$ cat config.mk
export PLATFORM = sky130hd
export DESIGN_NAME = vmcsr_top
export DESIGN_NICKNAME = d
export VERILOG_FILES = /design/src/pkg/vmcsr_pkg.sv /design/src/rtl/vmcsr_top.sv
export SDC_FILE = /design/constraint.sdc
export NUM_CORES = 1
export LEC_CHECK = 0
export BUFFER_PORTS_ARGS = -buffer_cell sky130_fd_sc_hd__buf_2
export CAP_MARGIN = 20
export CORE_ASPECT_RATIO = 0.6
export CORE_UTILIZATION = 45
export DETAILED_ROUTE_END_ITERATION = 12
export PLACE_DENSITY = 0.68
export SLEW_MARGIN = 20
export SYNTH_ARGS = -nofsm -noshare
export SYNTH_HDL_FRONTEND = slang
export SYNTH_SLANG_ARGS = --single-unit
$ cat constraint.sdc
create_clock -name MCLK -period 2.1 [get_ports MCLK]
set_input_delay 0.105 -clock MCLK [delete_from_list [all_inputs] [get_ports MCLK]]
set_output_delay 0.105 -clock MCLK [all_outputs]
set_load 0.05 [all_outputs]
$ cat src/pkg/vmcsr_pkg.sv
// Offsets, field positions and reset values of the control/status bank
package vmcsr_pkg;
   localparam logic [15:0] OFF_SLOT = 16'h1002;
   localparam logic [15:0] OFF_CHAIN = 16'h1004;
   localparam logic [15:0] OFF_SET1 = 16'h1006;
   localparam logic [15:0] OFF_CLR1 = 16'h1008;
   localparam logic [15:0] OFF_LEVEL = 16'h100a;
   localparam logic [15:0] OFF_VECTOR = 16'h100c;
   localparam logic [15:0] OFF_STAT1 = 16'h100e;
   localparam logic [15:0] OFF_CTRL1 = 16'h1010;
   localparam logic [15:0] OFF_BASEH = 16'h1012;
   localparam logic [4:0] SLOT_RST = 5'h1f;
   localparam logic [7:0] CHAIN_RST = 8'haa;
   localparam logic [2:0] LEVEL_RST = 3'h0;
   localparam logic [7:0] VECTOR_RST = 8'h00;
   localparam logic [7:0] BASEH_RST = 8'h00;
   localparam int CG1_BERR = 3;
   localparam int CG1_SEL = 4;
   localparam int CG1_SRST = 7;
   localparam logic [7:0] CG1_MASK = 8'h98;
   localparam logic [7:0] CG1_RST = 8'h00;
   localparam int CR1_STOP = 2;
   localparam int CR1_SCOPE = 4;
   localparam int CR1_BERR_EN = 5;
   localparam int CR1_PAD = 6;
   localparam logic [7:0] CR1_MASK = 8'h74;
   localparam logic [7:0] CR1_RST = 8'h00;
   localparam int ST_DRDY = 0;
   localparam int ST_CRDY = 1;
   localparam int ST_BUSY = 2;
   localparam int ST_CBUSY = 3;
   localparam int ST_UNK = 4;
   localparam int ST_PURGED = 5;
   localparam int ST_EVENT_THRESHOLD_FLAG = 8;
endpackage : vmcsr_pkg

$ cat src/rtl/vmcsr_top.sv
// Control and status register bank with reset and readout steering
`timescale 1ns/1ps
`default_nettype none

// ************
// Pin synchroniser
// ************
module vmcsr_sync #(parameter int W = 1) (
   input wire logic clk,
   input wire logic [W-1:0] d,
   output logic [W-1:0] q
);
   logic [W-1:0] s1_q, s2_q, s3_q;
   wire [W-1:0] agree = ~(s2_q ^ s3_q);
   // No reset: reset must be held long enough to fill the chain
   always_ff @(posedge clk) begin
      s1_q <= d;
      s2_q <= s1_q;
      s3_q <= s2_q;
      q <= (s2_q & agree) | (q & ~agree);
   end
endmodule : vmcsr_sync

// ************
// Register bank
// ************
module vmcsr_top #(parameter int EV_W = 6) (
   input wire logic MCLK,
   input wire logic SYS_RST,
   input wire logic [15:0] REG_ADDR,
   input wire logic [15:0] REG_WDATA,
   input wire logic REG_WR,
   input wire logic REG_RD,
   input wire logic REG_IACK,
   output logic [15:0] REG_RDATA,
   output logic REG_ACK,
   input wire logic AUX_PRESENT,
   input wire logic [4:0] SLOT_LINES,
   input wire logic [7:0] ROTARY_HIGH,
   input wire logic FRONT_RESET,
   input wire logic CHAIN_READY_LINE,
   input wire logic CHAIN_BUSY_LINE,
   input wire logic [EV_W-1:0] EVENT_COUNT,
   input wire logic [4:0] EVENT_TRIGGER,
   input wire logic CONV_ACTIVE,
   input wire logic BUF_FULL,
   input wire logic MEM_TEST,
   input wire logic BLT_START,
   input wire logic BLT_WORD,
   input wire logic WORD_IS_TRAILER,
   input wire logic WORD_IS_LAST,
   input wire logic WIDE32,
   input wire logic CHAIN_DONE,
   output logic [4:0] SLOT_NUMBER,
   output logic [7:0] CHAIN_ADDR,
   output logic [7:0] BASE_HIGH,
   output logic BASE_FROM_REGS,
   output logic [2:0] IRQ_LEVEL,
   output logic IRQ_REQ,
   output logic BERR_OUT,
   output logic SEND_INVALID,
   output logic PAD_REQ,
   output logic MODULE_RESET,
   output logic DATA_RESET
);
   // ************
   // Pin inputs
   // ************
   logic [16:0] pins_s;
   vmcsr_sync #(.W(17)) u_sync (
      .clk(MCLK),
      .d({AUX_PRESENT, SLOT_LINES, ROTARY_HIGH, FRONT_RESET,
          CHAIN_READY_LINE, CHAIN_BUSY_LINE}),
      .q(pins_s)
   );
   wire aux_s = pins_s[16];
   wire [4:0] slot_s = pins_s[15:11];
   wire [7:0] rot_s = pins_s[10:3];
   wire front_s = pins_s[2];
   wire crdy_s = pins_s[1];
   wire cbusy_s = pins_s[0];

   // ************
   // State
   // ************
   logic [4:0] slot_wr_q, slot_act_q;
   logic [7:0] chain_q, cg1_q, cr1_q, vector_q, baseh_q, base_o_q;
   logic [2:0] level_q;
   logic [15:0] rdata_q;
   logic unk_q, irq_q, purged_q, inval_q, parity_q, front_prev_q;
   logic ack_q, mrst_q, dres_q, berr_o_q, pad_q, sel_o_q;

   // ************
   // Decode
   // ************
   wire hit_slot = REG_ADDR == vmcsr_pkg::OFF_SLOT;
   wire hit_chain = REG_ADDR == vmcsr_pkg::OFF_CHAIN;
   wire hit_set = REG_ADDR == vmcsr_pkg::OFF_SET1;
   wire hit_clr = REG_ADDR == vmcsr_pkg::OFF_CLR1;
   wire hit_lvl = REG_ADDR == vmcsr_pkg::OFF_LEVEL;
   wire hit_vec = REG_ADDR == vmcsr_pkg::OFF_VECTOR;
   wire hit_st = REG_ADDR == vmcsr_pkg::OFF_STAT1;
   wire hit_ctl = REG_ADDR == vmcsr_pkg::OFF_CTRL1;
   wire hit_bh = REG_ADDR == vmcsr_pkg::OFF_BASEH;
   wire [7:0] set_w = (REG_WR && hit_set) ?
      (REG_WDATA[7:0] & vmcsr_pkg::CG1_MASK) : 8'h00;
   wire [7:0] clr_w = (REG_WR && hit_clr) ?
      (REG_WDATA[7:0] & vmcsr_pkg::CG1_MASK) : 8'h00;

   // ************
   // Resets
   // ************
   wire front_rise = front_s & ~front_prev_q;
   wire front_soft = front_rise & cr1_q[vmcsr_pkg::CR1_SCOPE];
   wire front_data = front_rise & ~cr1_q[vmcsr_pkg::CR1_SCOPE];
   wire soft_now = cg1_q[vmcsr_pkg::CG1_SRST] | front_soft;
   wire any_rst = SYS_RST | soft_now;

   // ************
   // Block transfer steering
   // ************
   wire stop_m = cr1_q[vmcsr_pkg::CR1_STOP];
   wire berr_evt = BLT_WORD & cr1_q[vmcsr_pkg::CR1_BERR_EN] &
      (stop_m ? WORD_IS_TRAILER : WORD_IS_LAST);
   wire inval_set = BLT_WORD & (WORD_IS_LAST | (stop_m & WORD_IS_TRAILER));
   wire pad_evt = BLT_WORD & WORD_IS_TRAILER & ~parity_q & WIDE32 &
      cr1_q[vmcsr_pkg::CR1_PAD];

   // ************
   // Interrupt and status
   // ************
   wire [EV_W-1:0] trig_w = EV_W'(EVENT_TRIGGER);
   wire irq_set = (EVENT_COUNT == trig_w) && (EVENT_TRIGGER != 5'h00) &&
      (level_q != 3'h0);
   wire irq_d = irq_set | (irq_q & ~REG_IACK & (level_q != 3'h0));
   wire event_threshold_flag_w = (trig_w >= EVENT_COUNT) & irq_q;
   wire busy_w = CONV_ACTIVE | mrst_q | BUF_FULL | MEM_TEST;
   logic [15:0] st1_w;
   always_comb begin
      st1_w = 16'h0000;
      st1_w[vmcsr_pkg::ST_DRDY] = EVENT_COUNT != '0;
      st1_w[vmcsr_pkg::ST_CRDY] = crdy_s | (EVENT_COUNT != '0);
      st1_w[vmcsr_pkg::ST_BUSY] = busy_w;
      st1_w[vmcsr_pkg::ST_CBUSY] = cbusy_s | busy_w;
      st1_w[vmcsr_pkg::ST_UNK] = unk_q;
      st1_w[vmcsr_pkg::ST_PURGED] = purged_q;
      st1_w[vmcsr_pkg::ST_EVENT_THRESHOLD_FLAG] = event_threshold_flag_w;
   end

   // ************
   // Read path
   // ************
   // Zero upper bits, except bit 8 of the status word
   wire [15:0] rd_w =
      hit_slot ? {11'h000, aux_s ? slot_act_q : slot_wr_q} :
      hit_chain ? {8'h00, chain_q} :
      (hit_set | hit_clr) ? {8'h00, cg1_q} :
      hit_lvl ? {13'h0000, level_q} :
      hit_vec ? {8'h00, vector_q} :
      hit_st ? st1_w :
      hit_ctl ? {8'h00, cr1_q} :
      hit_bh ? {8'h00, baseh_q} : 16'h0000;
   wire ack_d = (REG_WR & ~(hit_slot & aux_s)) | REG_RD | REG_IACK;

   always_ff @(posedge MCLK) begin
      if (SYS_RST) begin
         rdata_q <= 16'h0000;
         ack_q <= 1'b0;
      end else begin
         ack_q <= ack_d;
         if (REG_IACK) begin
            rdata_q <= {8'h00, vector_q};
         end else if (REG_RD) begin
            rdata_q <= rd_w;
         end
      end
   end

   // ************
   // Slot number and plain registers
   // ************
   always_ff @(posedge MCLK) begin
      if (SYS_RST) begin
         slot_wr_q <= vmcsr_pkg::SLOT_RST;
      end else if (REG_WR && hit_slot && !aux_s) begin
         slot_wr_q <= REG_WDATA[4:0];
      end
   end
   always_ff @(posedge MCLK) begin
      if (any_rst) begin
         slot_act_q <= aux_s ? slot_s : slot_wr_q;
         unk_q <= ~aux_s;
      end
   end
   always_ff @(posedge MCLK) begin
      if (SYS_RST) begin
         chain_q <= vmcsr_pkg::CHAIN_RST;
         level_q <= vmcsr_pkg::LEVEL_RST;
         vector_q <= vmcsr_pkg::VECTOR_RST;
         baseh_q <= vmcsr_pkg::BASEH_RST;
      end else if (REG_WR) begin
         if (hit_chain) begin
            chain_q <= REG_WDATA[7:0];
         end
         if (hit_lvl) begin
            level_q <= REG_WDATA[2:0];
         end
         if (hit_vec) begin
            vector_q <= REG_WDATA[7:0];
         end
         if (hit_bh) begin
            baseh_q <= REG_WDATA[7:0];
         end
      end
   end

   // ************
   // Control group 1 and control 1
   // ************
   always_ff @(posedge MCLK) begin
      if (SYS_RST) begin
         cg1_q <= vmcsr_pkg::CG1_RST;
      end else begin
         cg1_q <= (cg1_q | set_w) & ~clr_w;
         cg1_q[vmcsr_pkg::CG1_BERR] <= berr_evt |
            set_w[vmcsr_pkg::CG1_BERR] |
            (cg1_q[vmcsr_pkg::CG1_BERR] & ~clr_w[vmcsr_pkg::CG1_BERR] &
             ~soft_now);
      end
   end
   always_ff @(posedge MCLK) begin
      if (SYS_RST) begin
         cr1_q <= vmcsr_pkg::CR1_RST;
      end else if (soft_now) begin
         cr1_q <= cr1_q & (8'h01 << vmcsr_pkg::CR1_SCOPE);
      end else if (REG_WR && hit_ctl) begin
         cr1_q <= REG_WDATA[7:0] & vmcsr_pkg::CR1_MASK;
      end
   end

   // ************
   // Event flags
   // ************
   always_ff @(posedge MCLK) begin
      if (SYS_RST) begin
         irq_q <= 1'b0;
         purged_q <= 1'b0;
         inval_q <= 1'b0;
         parity_q <= 1'b0;
         front_prev_q <= 1'b0;
      end else begin
         front_prev_q <= front_s;
         irq_q <= irq_d;
         purged_q <= CHAIN_DONE | (purged_q & ~BLT_START & ~soft_now);
         inval_q <= inval_set | (inval_q & ~BLT_START);
         if (BLT_START || (BLT_WORD && WORD_IS_TRAILER)) begin
            parity_q <= 1'b0;
         end else if (BLT_WORD) begin
            parity_q <= ~parity_q;
         end
      end
   end

   // ************
   // Outputs
   // ************
   always_ff @(posedge MCLK) begin
      if (SYS_RST) begin
         mrst_q <= 1'b1;
         dres_q <= 1'b0;
         berr_o_q <= 1'b0;
         pad_q <= 1'b0;
         base_o_q <= 8'h00;
         sel_o_q <= 1'b0;
      end else begin
         mrst_q <= soft_now;
         dres_q <= front_data;
         berr_o_q <= berr_evt;
         pad_q <= pad_evt;
         sel_o_q <= cg1_q[vmcsr_pkg::CG1_SEL];
         base_o_q <= cg1_q[vmcsr_pkg::CG1_SEL] ? baseh_q : rot_s;
      end
   end

   assign REG_RDATA = rdata_q;
   assign REG_ACK = ack_q;
   assign SLOT_NUMBER = slot_act_q;
   assign CHAIN_ADDR = chain_q;
   assign BASE_HIGH = base_o_q;
   assign BASE_FROM_REGS = sel_o_q;
   assign IRQ_LEVEL = level_q;
   assign IRQ_REQ = irq_q;
   assign BERR_OUT = berr_o_q;
   assign SEND_INVALID = inval_q;
   assign PAD_REQ = pad_q;
   assign MODULE_RESET = mrst_q;
   assign DATA_RESET = dres_q;
endmodule : vmcsr_top

`default_nettype wire

**Yosys cells after proc, flatten, opt, wreduce, memory -nomap -nowiden**

Cells that the tools add are included.

- $lt $le $gt $ge: 1
- Equal/unequal tests: 10
- Multiplexer cells: 16
- Bitwise gates (word level): 55
- Reduce and logical (&&, ||, !) cells: 22

Operators with widths:

| operator | count |
|---|---|
| 16-bit by 13-bit equality test with 1-bit output (second input constant) | 9 |
| 8-bit 2-to-1 mux | 7 |
| 9-bit 2-to-1 mux | 6 |
| 17-bit AND | 2 |
| 17-bit NOT | 2 |
| 1-bit AND | 21 |
| 17-bit bitwise OR | 1 |
| 17-bit XOR | 1 |
| 1-bit bitwise OR | 16 |
| 5-bit 2-to-1 mux | 2 |
| 2-bit AND reduction | 5 |
| 1-bit NOT | 9 |
| 8-bit AND | 1 |
| 1-bit logical AND | 8 |
| 8-bit NOT | 1 |
| 8-bit bitwise OR | 1 |
| 6-bit by 5-bit equality test with 1-bit output | 1 |
| 5-bit by 6-bit greater-or-equal comparator with 1-bit output | 1 |
| 6-bit nonzero test | 1 |
| 2-bit OR reduction | 3 |
| 5-bit nonzero test | 1 |
| 3-bit nonzero test | 1 |
| 2-bit nonzero test | 1 |
| 1-bit zero test | 1 |
| other kinds (2) | 2 |

- Register bits: 146
- Input bits: 74
- Output and inout port bits: 48
- Word-level logic and storage cells: 132

**Logic depth before layout (Yosys ltp)**

- Depth after elaboration: 12
- Depth in mapped cells: 7

**Modules after synthesis**

A second synthesis with hierarchy kept.

- Cells, all modules: 518
- Area total of the unflattened synthesis: 5,439.0 µm²

By module, submodules not included:

| module | instances | cells each | area an instance (µm²) | sequential area each (µm²) |
|---|---|---|---|---|
| vmcsr_top | 1 | 433 | 3,758.6 | 1,521.5 |
| vmcsr_sync | 1 | 85 | 1,680.4 | 1,531.5 |

**Worst setup path after synthesis**

Ideal clock, no wire load.

- Kind: input port to flip-flop
- From: input REG_ADDR[3]
- To: register slot_wr_q[0]
- Setup time: 0.129 ns
- Arrival time: 1.692 ns
- Data required time: 1.971 ns
- Setup slack: 0.279 ns
- Stages on the path: 6
- Path through: buf_2 > or4b_2 > clkbuf_1 > nor4_4 > mux2i_1 > nand2_1

- Word-level cells in the longest chain between the ends: 3

RTL lines:

| what | RTL line | text |
|---|---|---|
| start, declared | vmcsr_top.sv:30 | `input wire logic [15:0] REG_ADDR,` |
| 16-bit by 13-bit equality test with 1-bit output | vmcsr_top.sv:96 | `wire hit_slot = REG_ADDR == vmcsr_pkg::OFF_SLOT;` |
| 1-bit logical AND (2 in a row) | vmcsr_top.sv:185 | `end else if (REG_WR && hit_slot && !aux_s) begin` |
| end signal, assigned | vmcsr_top.sv:184 | `slot_wr_q <= vmcsr_pkg::SLOT_RST;` |
| end signal, assigned | vmcsr_top.sv:186 | `slot_wr_q <= REG_WDATA[4:0];` |
| end, declared | vmcsr_top.sv:86 | `logic [4:0] slot_wr_q, slot_act_q;` |

Every way passes these cells.
A chain may end at the register's enable or synchronous reset.

**Final worst setup path**

- From: input REG_ADDR[15]
- To: register rdata_q[3] (netlist: REG_RDATA[3])

- Word-level cells in the longest chain between the ends: 11
- Elaborated cells between the ends (all ways): 20
- Classes of those cells: 9 x eq/ne; 10 x mux; 1 x bitwise

RTL lines:

| what | RTL line | text |
|---|---|---|
| 16-bit by 13-bit equality test with 1-bit output | vmcsr_top.sv:104 | `wire hit_bh = REG_ADDR == vmcsr_pkg::OFF_BASEH;` |
| 8-bit 2-to-1 mux | vmcsr_top.sv:162 | `hit_bh ? {8'h00, baseh_q} : 16'h0000;` |
| 8-bit 2-to-1 mux | vmcsr_top.sv:161 | `hit_ctl ? {8'h00, cr1_q} :` |
| 9-bit 2-to-1 mux | vmcsr_top.sv:160 | `hit_st ? st1_w :` |
| 9-bit 2-to-1 mux | vmcsr_top.sv:159 | `hit_vec ? {8'h00, vector_q} :` |
| 9-bit 2-to-1 mux | vmcsr_top.sv:158 | `hit_lvl ? {13'h0000, level_q} :` |
| 9-bit 2-to-1 mux | vmcsr_top.sv:157 | `(hit_set \| hit_clr) ? {8'h00, cg1_q} :` |
| 9-bit 2-to-1 mux | vmcsr_top.sv:156 | `hit_chain ? {8'h00, chain_q} :` |
| 9-bit 2-to-1 mux * | vmcsr_top.sv:155 | `hit_slot ? {11'h000, aux_s ? slot_act_q : slot_wr_q} :` |
| 8-bit 2-to-1 mux * | vmcsr_top.sv:173 | `end else if (REG_RD) begin` |
| 8-bit 2-to-1 mux * | vmcsr_top.sv:171 | `if (REG_IACK) begin` |
| end signal, assigned | vmcsr_top.sv:172 | `rdata_q <= {8'h00, vector_q};` |
| end signal, assigned | vmcsr_top.sv:174 | `rdata_q <= rd_w;` |
| end, declared | vmcsr_top.sv:89 | `logic [15:0] rdata_q;` |

Mark *: on every way between the ends. The rest lies on a longest branch, timed or not. The select of a mux whose other input is x is not followed.

==> metrics.md <==
| Metric | Value |
|---|---|
| Outcome | finished clean |
| Hold-fix buffers, CTS | 24 |
| Skew final | 0.00914 ns |
| Sw Pwr | 1660 µW |
| Yosys top cell by area | dfxtp_1 |
| CTS clk-pin slew, worst paths | 0.06 ns |
| #FFs+latches synth | 141 |
| CP required | 2.44 ns |
| Register area share after synthesis | 56.6% |
| Critical path data arrival time | 1.95 ns |
| Placer Congestion | 0.911 |
| Critical path fanouts, max | 5 |
| Ant diodes | 0 |
| Core Area | 11500 µm² |
| Post-synth EDFFs | 23 |
| Post-CTS setup buffer count | 0 |
| Slowest cell on the critical path | nor4_1 |
| Largest cells by area after synthesis | dfxtp_1 44%, edfxtp_1 13%, mux2i_1 7.6% |
| CP bufs+invs | 4 |
| DIE HEIGHT | 86.8 µm |
| Clock share of power | 47.1% |
| LEAKAGE | 0.00287 µW |
| Total global-route track usage | 24.9% |
| WP depth | 9 |
| Area Growth Syn to Fin | 31.9% |
| Critical path, cell by cell | buf_2 -> nor4b_4 -> buf_4 -> nand4b_1 -> buf_4 -> nor4_1 -> buf_4 -> a211oi_1 -> a21oi_1 |
| Worst setup path end | REG_RDATA[3]$_SDFFE_PP0P_ |
| Max_cap viols | 0 |
| Crit-path max cell delay | 0.41 ns |
| DR WL/cell | 17.6 µm |
| Ports | 122 |
| Max clock buf depth | 2 |
| Final Hold Vio Count | 0 |
| Non-Filler Instances | 824 |
| Number of routed nets with antenna violations | 0 |
| Reg2Reg Setup Slack | 0.50 ns |
| PwrDens | 910 nW/µm² |
| Chip Width | 143 µm |
| Share of post-route cells with drive strength above 1 | 28.9% |
| CTS Buf Count | 17 |
| P_int | 4820 µW |
| Clock Sinks | 141 |
| Tmin final | 1.61 ns |
| Async S/R FF share, synth | 0% |
| Slew Viols, Final | 0 |
| DRT Pass-1 Iters | 5 |
| Largest net degree at the start of global routing | 51 |
| Fin crit share | 76.6% |
| RSZ-0062 raised after global routing | no |
| Initial antenna violation count | 0 |
| Post-CTS Resized | 0 |
| Die ar. | 12400 µm² |
| Flop pwr share | 44.9% |
| I/O Buffers | 106 |
| Cells on worst reg2reg path | 5 |
| Initial drt markers | 359 |
| Most common cell on crit path | buf_4 |
| Worst-Margin Slew | 0.648 ns |
| Clock root cell | clkbuf_16 |
| H-tree levels | 4 |
| Max VDD drop | 580 µV |
| Combinational power share | 8.0% |
| First-pass GRT wire length | 22700 µm |
| Placed cells | 768 |
| Synth Warn # | 0 |
| Share of Yosys cell area claimed by the top area cell type | 43.8% |
| Critical path class | in2reg |
| Worst rel slew slack | 56.8% |
| Startpoint Class | input pin |
| Clk_lat worst skew | 0.42 ns |
| Min Hold Slack | 0.0197 ns |
| # setup viols final | 0 |
| CP Launch Point | REG_ADDR[15] |
| Switching Fraction | 25.6% |
| NumNets Final | 730 |
| Cell count of the worst hold path | 3 |
| Dominant synthesized flop cell | dfxtp_1 |
| Drt drc | 0 |
| Setup ws final | 0.492 ns |
| Setup TNS | 0 ns |
| Grt ovf | 0 |
| Initial Util | 46.9% |
| Crit path max-delay family | simple AND/OR/NAND/NOR gates |
| Final wirelength | 14500 µm |
| Post-place setup slack | 0.133 ns |
| FF-to-FF End | slot_wr_q[1]$_SDFFE_PP1P_ |
| Vias/cell | 5.33 |
| Via count | 4393 |
| Syn avg cell area | 11.0 µm² |
| DPL Wire Length | 10600 µm |
| Rows | 30 |
| Post-Syn Area | 5390 µm² |
| Worst setup EP type | flop |
| Vias in the first global route | 4179 |
| Post-Synthesis Cells | 492 |
| Worst hold path class | in2reg |
| Distinct cell type count after synthesis | 65 |
| CTS tree | done |
| Max Clock Freq | 622 MHz |
-- area by class of cell --
type                    instances  area (µm²)
multi-input cells             311        2160
inverters                      18        67.6
well taps                     160         200
flip-flops and latches        141        3050
fillers                       972        4370
repair buffers                162        1020
clock buffers                  18         450
clock inverters                14         161
-- tightest hold or removal path: cells and delay by family --
family	cells	cell delay (ns)
buf+inv	1	0.14
simple gates	2	0.15
-- placed cells by master, fill, tap and decap left out, types with 4 or more instances in the layout --
cell,synthesis,final
o21ai_0,4,4
or3_1,5,5
nor2b_1,6,6
nand4b_1,4,4
nor3b_1,5,5
xnor2_1,17,17
clkbuf_16,0,18
a21oi_1,28,28
nor2_1,38,38
and3_1,5,5
buf_2,3,106
conb_1,1,7
edfxtp_1,23,23
mux2_2,8,8
nand2b_1,5,5
inv_1,17,17
o211ai_1,4,4
mux2i_1,41,41
ha_1,5,5
a211oi_1,8,8
inv_8,0,5
inv_6,0,4
buf_4,7,31
nor3_1,11,11
dlygate4sd3_1,0,24
nand2_1,31,31
nand3_1,15,15
a31oi_1,4,4
dfxtp_1,118,118
nor4_1,6,6
-- stage by stage --
stage	power, µW	util [%]	cell area, µm²
after floorplan	3260	-	5420
after global placement	3440	54.5	6260
after detailed placement	3450	54.5	6260
after CTS	6530	61.9	7120
after global routing	6700	61.9	7120
final	6480	61.9	7120
-- synth_stat cells, types with 3 or more instances --
master	number
mux2_2	8
a21oi_1	28
nor3b_1	5
dfxtp_1	118
o21ai_0	4
buf_4	7
inv_1	17
mux2i_1	41
buf_2	3
a31oi_1	4
nor2_1	38
o221ai_1	3
edfxtp_1	23
nand2_1	31
nor4_4	3
nor4_1	6
nor2b_1	6
nand4b_1	4
o211ai_1	4
xnor2_1	17
or3_1	5
o31ai_1	3
o22ai_1	3
or4_1	3
ha_1	5
a211oi_1	8
nor3_1	11
nand2b_1	5
nand4_1	3
nand3_1	15
clkbuf_1	16
and3_1	5
-- worst min-delay path by stage --
stage	from	to	slack, ns
floorplan	CHAIN_BUSY_LINE	u_sync.s1_q[0]$_DFF_P_	0.13
global placement	SLOT_LINES[3]	u_sync.s1_q[14]$_DFF_P_	0.21
detailed placement	ROTARY_HIGH[2]	u_sync.s1_q[5]$_DFF_P_	0.21
CTS	REG_WDATA[0]	slot_wr_q[0]$_SDFFE_PP1P_	0.0006
global route	REG_WDATA[0]	slot_wr_q[0]$_SDFFE_PP1P_	0.02
finish	REG_WDATA[5]	CHAIN_ADDR[5]$_SDFFE_PP1P_	0.02
-- power groups by stage --
stage          combinational [µW]  clock [µW]  sequential [µW]
2_1_floorplan                 222           0             3040
3_3_place_gp                  470           0             2970
3_5_place_dp                  481           0             2970
4_1_cts                       516        3100             2910
5_1_grt                       556        3220             2920
6_report                      520        3050             2910
-- layer usage --
metal / GRT usage, % / vias to the layer above / share of wire [%]
li1: - / 2088 / -
met1: 36.2 / 2075 / 47
met2: 36.4 / 208 / 43
met3: 4.92 / 22 / 7.6
met4: 9.28 / 0 / 1.5
met5: 0 / - / 0
-- cells by family (layout without fill, tap and decap cells) --
| family | after synthesis | after routing | share of synthesized area (%) |
|---|---|---|---|
| DFF | 141 | 141 | 56.6 |
| and+or+nand+nor | 155 | 155 | 16.6 |
| AOI/OAI and AO/OA | 78 | 78 | 9.79 |
| xor gates and xnor gates | 17 | 17 | 2.76 |
| muxes | 49 | 49 | 9.28 |
| buffers and inverters | 46 | 212 | 3.76 |
| adders and majority gates | 5 | 5 | 1.16 |
| other | 1 | 7 | 0.0695 |
(Power assumes the default switching activity.)
